**src/djk_pkg.sv**
```systemverilog
// Package for the dual J-K flip-flop block: channel count, synchroniser depth and reset values.
// Assumes a single system clock; every pin input is asynchronous to it.
package djk_pkg;

  // Number of independent flip-flop channels.
  localparam int unsigned NUM_CH = 2;

  // Flip-flops in each pin synchroniser.
  localparam int unsigned SYNC_STAGES = 2;

  // Stored state after system reset (true output low).
  localparam logic RST_STATE = 1'b0;

  // Reset values of synchronised pins: clock low, set and clear inactive high.
  localparam logic RST_PIN_CLK   = 1'b0;
  localparam logic RST_PIN_ASYNC = 1'b1;
  localparam logic RST_PIN_DATA  = 1'b0;

endpackage : djk_pkg

```
**src/djk_sync.sv**
```systemverilog
// Multi-stage synchroniser for a group of pin inputs.
// Assumes inputs are asynchronous to ref_clk; reset is synchronous and active high.
`timescale 1ns/1ps
`default_nettype none
module djk_sync #(
  parameter int unsigned WIDTH    = 1,
  parameter int unsigned STAGES   = 2,
  parameter logic        RST_VAL  = 1'b0
) (
  input  wire logic             ref_clk,
  input  wire logic             sys_rst,
  input  wire logic [WIDTH-1:0] pinIn,
  output var  logic [WIDTH-1:0] syncOut
);
  import djk_pkg::*;

  logic [WIDTH-1:0] stage [STAGES-1];

  // First stage is read only by the next stage.
  always_ff @(posedge ref_clk) begin
    if (sys_rst) begin
      for (int i = 0; i < STAGES - 1; i++) begin
        stage[i] <= {WIDTH{RST_VAL}};
      end
      syncOut <= {WIDTH{RST_VAL}};
    end else begin
      stage[0] <= pinIn;
      for (int i = 1; i < STAGES - 1; i++) begin
        stage[i] <= stage[i-1];
      end
      syncOut <= stage[STAGES-2];
    end
  end

endmodule : djk_sync
`default_nettype wire

```
**src/djk_dual.sv**
```systemverilog
// Dual positive-edge J-K flip-flop with active-low set and clear, modelled on ref_clk.
// Assumes all inputs are board pins asynchronous to ref_clk and much slower than it.
`timescale 1ns/1ps
`default_nettype none

// Functional notes
// - Two identical independent channels each have clock, J, inverted K, set, clear and two outputs.
// - Set low with clear high forces true output high and complement low regardless of clock and data.
// - Clear low with set high forces true output low and complement high regardless of clock and data.
// - Set and clear both low drive both outputs high without storing that condition.
// - Leaving the both-low condition, outputs follow the input still low or else the stored state.
// - With set and clear high a rising clock clears, sets, holds or toggles per J and inverted K.
// - With set and clear high, stored state changes only on a rising clock edge and holds at every other time.
module djk_dual #(
  parameter int unsigned CHANNELS = djk_pkg::NUM_CH
) (
  input  wire logic                ref_clk,
  input  wire logic                sys_rst,
  input  wire logic [CHANNELS-1:0] chanClk,
  input  wire logic [CHANNELS-1:0] jIn,
  input  wire logic [CHANNELS-1:0] kInv_n,
  input  wire logic [CHANNELS-1:0] asyncOne_n,
  input  wire logic [CHANNELS-1:0] asyncZero_n,
  output var  logic [CHANNELS-1:0] stateOut,
  output var  logic [CHANNELS-1:0] stateOutBar
);
  import djk_pkg::*;

  ////////////////////////////////////////////////////////////////////////////
  // Pin synchronisers.

  logic [CHANNELS-1:0] clkSync;
  logic [CHANNELS-1:0] jSync;
  logic [CHANNELS-1:0] kSync_n;
  logic [CHANNELS-1:0] oneSync_n;
  logic [CHANNELS-1:0] zeroSync_n;

  djk_sync #(.WIDTH(CHANNELS), .STAGES(SYNC_STAGES), .RST_VAL(RST_PIN_CLK)) uClkSync (
    .ref_clk (ref_clk),
    .sys_rst (sys_rst),
    .pinIn   (chanClk),
    .syncOut (clkSync)
  );

  // Data passes the same depth as the clock, so setup at the pins carries through.
  djk_sync #(.WIDTH(CHANNELS), .STAGES(SYNC_STAGES), .RST_VAL(RST_PIN_DATA)) uJSync (
    .ref_clk (ref_clk),
    .sys_rst (sys_rst),
    .pinIn   (jIn),
    .syncOut (jSync)
  );

  djk_sync #(.WIDTH(CHANNELS), .STAGES(SYNC_STAGES), .RST_VAL(RST_PIN_DATA)) uKSync (
    .ref_clk (ref_clk),
    .sys_rst (sys_rst),
    .pinIn   (kInv_n),
    .syncOut (kSync_n)
  );

  djk_sync #(.WIDTH(CHANNELS), .STAGES(SYNC_STAGES), .RST_VAL(RST_PIN_ASYNC)) uOneSync (
    .ref_clk (ref_clk),
    .sys_rst (sys_rst),
    .pinIn   (asyncOne_n),
    .syncOut (oneSync_n)
  );

  djk_sync #(.WIDTH(CHANNELS), .STAGES(SYNC_STAGES), .RST_VAL(RST_PIN_ASYNC)) uZeroSync (
    .ref_clk (ref_clk),
    .sys_rst (sys_rst),
    .pinIn   (asyncZero_n),
    .syncOut (zeroSync_n)
  );

  ////////////////////////////////////////////////////////////////////////////
  // Per-channel flip-flop logic.

  genvar ch;
  generate
    for (ch = 0; ch < CHANNELS; ch++) begin : gChan
      logic clkPrev;
      logic priorState;
      wire  clkRise;
      wire  forceOne;
      wire  forceZero;
      wire  forceBoth;
      wire  jkNext;
      wire  next_state;

      // Decode of the asynchronous inputs and the clock edge.
      assign clkRise   = clkSync[ch] & ~clkPrev;
      assign forceOne  = ~oneSync_n[ch] & zeroSync_n[ch];
      assign forceZero = oneSync_n[ch] & ~zeroSync_n[ch];
      assign forceBoth = ~oneSync_n[ch] & ~zeroSync_n[ch];

      // Clocked J-K table; tied J and inverted K give D-type, J high with inverted K low toggles.
      assign jkNext = jSync[ch] ? (kSync_n[ch] ? 1'b1 : ~priorState)
                                : (kSync_n[ch] ? priorState : 1'b0);

      // Both-low keeps the stored state so release falls back to it.
      assign next_state = forceOne  ? 1'b1 :
                          forceZero ? 1'b0 :
                          forceBoth ? priorState :
                          clkRise   ? jkNext : priorState;

      // Clock history and stored state; reset gives a defined start.
      always_ff @(posedge ref_clk) begin
        if (sys_rst) begin
          clkPrev    <= RST_PIN_CLK;
          priorState <= RST_STATE;
        end else begin
          clkPrev    <= clkSync[ch];
          priorState <= next_state;
        end
      end

      // Outputs registered; both high only while set and clear are both low.
      always_ff @(posedge ref_clk) begin
        if (sys_rst) begin
          stateOut[ch]    <= RST_STATE;
          stateOutBar[ch] <= ~RST_STATE;
        end else begin
          stateOut[ch]    <= forceBoth | next_state;
          stateOutBar[ch] <= forceBoth | ~next_state;
        end
      end
    end
  endgenerate

endmodule : djk_dual
`default_nettype wire

```
**config.mk**
```make
export PLATFORM = sky130hd
export DESIGN_NAME = djk_dual
export DESIGN_NICKNAME = d
export VERILOG_FILES = /design/src/djk_pkg.sv /design/src/djk_sync.sv /design/src/djk_dual.sv
export SDC_FILE = /design/constraint.sdc
export NUM_CORES = 1
export LEC_CHECK = 0
export BUFFER_PORTS_ARGS = -buffer_cell sky130_fd_sc_hd__buf_2
export CAP_MARGIN = 20
export CORE_AREA = 2 2 44 46
export CTS_CLUSTER_DIAMETER = 120
export CTS_CLUSTER_SIZE = 16
export DETAILED_ROUTE_END_ITERATION = 8
export DIE_AREA = 0 0 46 48
export HOLD_SLACK_MARGIN = 0.02
export PLACE_DENSITY_LB_ADDON = 0.25
export SLEW_MARGIN = 20
export SYNTH_ARGS = -nofsm -noshare
export SYNTH_HDL_FRONTEND = slang
export SYNTH_HIERARCHICAL = 1
export SYNTH_SLANG_ARGS = --single-unit
```
**constraint.sdc**
```tcl
create_clock -name ref_clk -period 1.38 [get_ports ref_clk]
set_clock_uncertainty 0.2 [all_clocks]
set_input_delay 0.276 -clock ref_clk [delete_from_list [all_inputs] [get_ports ref_clk]]
set_output_delay 0.276 -clock ref_clk [all_outputs]
set_load 0.01 [all_outputs]
```
==> metrics.log <==
INFO  metric outcome = complete, no violations
INFO  metric io_buffers = 15
INFO  metric leak_pwr = 0.465 nW
INFO  metric setup_total_negative_slack = 0 ns
INFO  metric critical_path_depth = 3
INFO  metric max_cap_viol_count = 0
INFO  metric worst_hold_startpoint = sys_rst
INFO  metric vdd.ir_drop.worst = 668 uV
INFO  metric finalInstanceArea = 1070 um2
INFO  metric synth_fp_nets = 81
INFO  metric last_weighted_congestion_value_of_the_routability_driven_placer = between 0.7 and 0.8
INFO  metric placement.cell_area = 931 um2
INFO  metric ctsRootBufferMaster = sky130_fd_sc_hd__clkbuf_4
INFO  metric gr-total-overflow = 0
INFO  metric dr_total_vias = 527
INFO  metric powerDensity = 1250 nW/um2
INFO  metric synth_cell_type_count = 14
INFO  metric core = roughly 1700 um2
INFO  metric die_area = between 2000 and 2500 um2
INFO  metric layout.nets = roughly 110
INFO  metric final_period_minus_worst_setup_slack = 1.27 ns
INFO  metric finalCritPeriodShare = 92.1%
INFO  metric cpLargestDelayFamily = simple AND/OR/NAND/NOR gates
INFO  metric worst-path-buf-inv = 0
INFO  metric final_antenna_net_count = 0
INFO  metric clockBufferDepth = 2
INFO  metric commonest_non_fill_non_tap_cell_in_the_layout = sky130_fd_sc_hd__dfxtp_1
INFO  metric slowest_delay = between 0.3 and 0.4 ns
INFO  metric path_class = flop to flop
INFO  metric diodes = 0
INFO  metric sinks_on_clock_net = 28
INFO  metric grt_start_max_net_pins = 21
INFO  metric residual_drc = 0
INFO  metric die_width = 46 um
INFO  metric route.detailed.vias_per_inst = 4.54
INFO  metric post_synthesis_to_final_layout_area_growth = 29.2%
INFO  metric latest_clock_arrival_within_the_worst_skew_pair = 0.32 ns
INFO  metric cp-start-kind = flop
INFO  metric crit_path_end_kind = flop
INFO  metric tritoncts = built
INFO  metric rsz0062_at_grt = false
INFO  metric hold_violations = 0
INFO  metric whs_endpoint = uKSync/syncOut[0]
INFO  metric final_util = about 63%
INFO  metric mappedNetlistArea = 827 um2
INFO  metric die_h = 48 um
INFO  metric cts.clk_slew.worst_paths = 0.14 ns
INFO  metric row_count = 15
INFO  metric worstPathCellList = and3b_1, o32ai_2, or3b_1
INFO  metric reg2reg_setup_slack = 0.11 ns
INFO  metric relSlewSlack = 80.1%
INFO  metric fmaxAchievable = 786 MHz
INFO  metric ys_seq_area_share = between 60% and 70%
INFO  metric setup_viol = 0
INFO  metric synthesis.instances = 69
INFO  metric antenna_found_initial = 0
INFO  metric post_drt_wl_per_cell = slightly above 9 um
INFO  metric r2r.worst_path.cells = 3
INFO  metric critPathRequiredTime = 1.39 ns
INFO  metric ys_ff_latch = 28
INFO  metric detailedRoute.firstIterationViolations = 1
INFO  metric cts_inserted_buffers = 3
INFO  metric r2r_start = uClkSync/syncOut[0]
INFO  metric synth-warning-count = 6
INFO  metric final-instance-count-excl-fill = 116
INFO  metric max_slew.worst_pin.slew = 0.299 ns
INFO  metric drt_pass1_iterations = 2
INFO  metric grt_pass1_vias = 487
INFO  metric cts_max_level = 1
INFO  metric drive_above_1_share = 22.2%
INFO  metric syn_area_per_cell = 12.0 um2
INFO  metric postRouteWirelength = ~1100 um
INFO  metric place_inst = 102
INFO  metric timing.critical_path.slowest_stage_cell = sky130_fd_sc_hd__dfxtp_2
INFO  metric track_usage = 12.8%
INFO  metric layout_common_cells = sky130_fd_sc_hd__dfxtp_1, sky130_fd_sc_hd__buf_2, sky130_fd_sc_hd__nor2b_1
INFO  metric timing.critical_path.arrival = 1.28 ns
INFO  metric floorplan.initialDensity = 49.0%
INFO  metric dp_hpwl = around 670 um
INFO  metric grt_first_pass_wirelength = 1880 um
INFO  metric cts_setup_buffers = 0
INFO  metric reg2reg_to = stateOutBar[0]
INFO  metric hold_depth = 2
INFO  metric critical_path.max_fanout = 3
INFO  metric maxSlewViolCount = 0
INFO  metric hold_class = input port to flop
INFO  metric io-pin-count = 16
==> cell type report <==
type                            instances  area (um2)
Clock buffer                            4        36.3
Fill cell                             139         621
Inverter                                2        7.51
Multi-Input combinational cell         39         259
Sequential cell                        28         562
Tap cell                               17        21.3
Timing Repair Buffer                   26         183
==> metal layers <==
layer,vias up,track usage [%],wire length (um)
met5,-,0,0
met4,0,10.3,23
met3,4,4.53,40
met2,14,20.0,505
met1,225,14.2,510
li1,284,-,-
==> logic make-up after synthesis <==
logic type / count (synthesis) / share of synthesized area, %
simple gates: 35 / 27.4
flops: 28 / 67.8
compound gates: 4 / 3.93
buf+inv: 2 / 0.908
==> where the power goes <==
group / leakage, nW / switching [mW] / internal [mW]
clock network: 0.0210 / 0.221 / 0.161
registers: 0.232 / 0.0117 / 0.847
logic: 0.212 / 0.0360 / 0.0606
==> cell usage after synthesis (all sizes together) <==
| cell type | count | share of area (%) |
|---|---|---|
| dfxtp | 28 | 68 |
| nor2b | 14 | 11 |
| or2 | 8 | 6.1 |
| nor3 | 4 | 2.4 |
| a21oi | 2 | 1.2 |
| and3b | 2 | 2.1 |
| inv | 2 | 0.91 |
| nor2 | 2 | 0.91 |
| or3b | 2 | 2.1 |
| nand2b | 1 | 0.76 |
| nand4b | 1 | 1.1 |
| nand4bb | 1 | 1.4 |
| o22ai | 1 | 0.76 |
| o32ai | 1 | 2.0 |
==> repair_timing <==
action                     4_1_cts  5_1_grt
hold endpoints to repair        10        0
hold buffers                    10        0
gates resized for setup          0        1
setup endpoints to repair        0        1
==> per-stage QoR <==
step / setup slack, ns / hold slack (ns) / total power, mW
floorplan: 0.154 / 0.148 / 0.915
global placement: 0.138 / 0.187 / 0.950
detailed placement: 0.101 / 0.193 / 0.953
CTS: 0.0822 / 0.0987 / 1.35
global route: 0.0222 / 0.119 / 1.40
finish: 0.108 / 0.116 / 1.34
==> worst reg2reg max path, stage by stage (launching register included) <==
cell and delay, ns:
sky130_fd_sc_hd__dfxtp_2 0.37, sky130_fd_sc_hd__and3b_1 0.17, sky130_fd_sc_hd__o32ai_2 0.09, sky130_fd_sc_hd__or3b_1 0.34
==> worst max path at each step <==
stage                                   start        endpoint  slack [ns]
after global routing      uClkSync/syncOut[0]  stateOutBar[0]        0.02
final                     uClkSync/syncOut[0]  stateOutBar[0]        0.11
after floorplan              gChan[0].clkPrev  stateOutBar[0]        0.15
after global placement    uClkSync/syncOut[0]  stateOutBar[0]        0.14
after CTS                 uClkSync/syncOut[0]  stateOutBar[0]        0.08
after detailed placement  uClkSync/syncOut[0]  stateOutBar[0]        0.10
No activity file was read; power rests on OpenSTA's default activity.
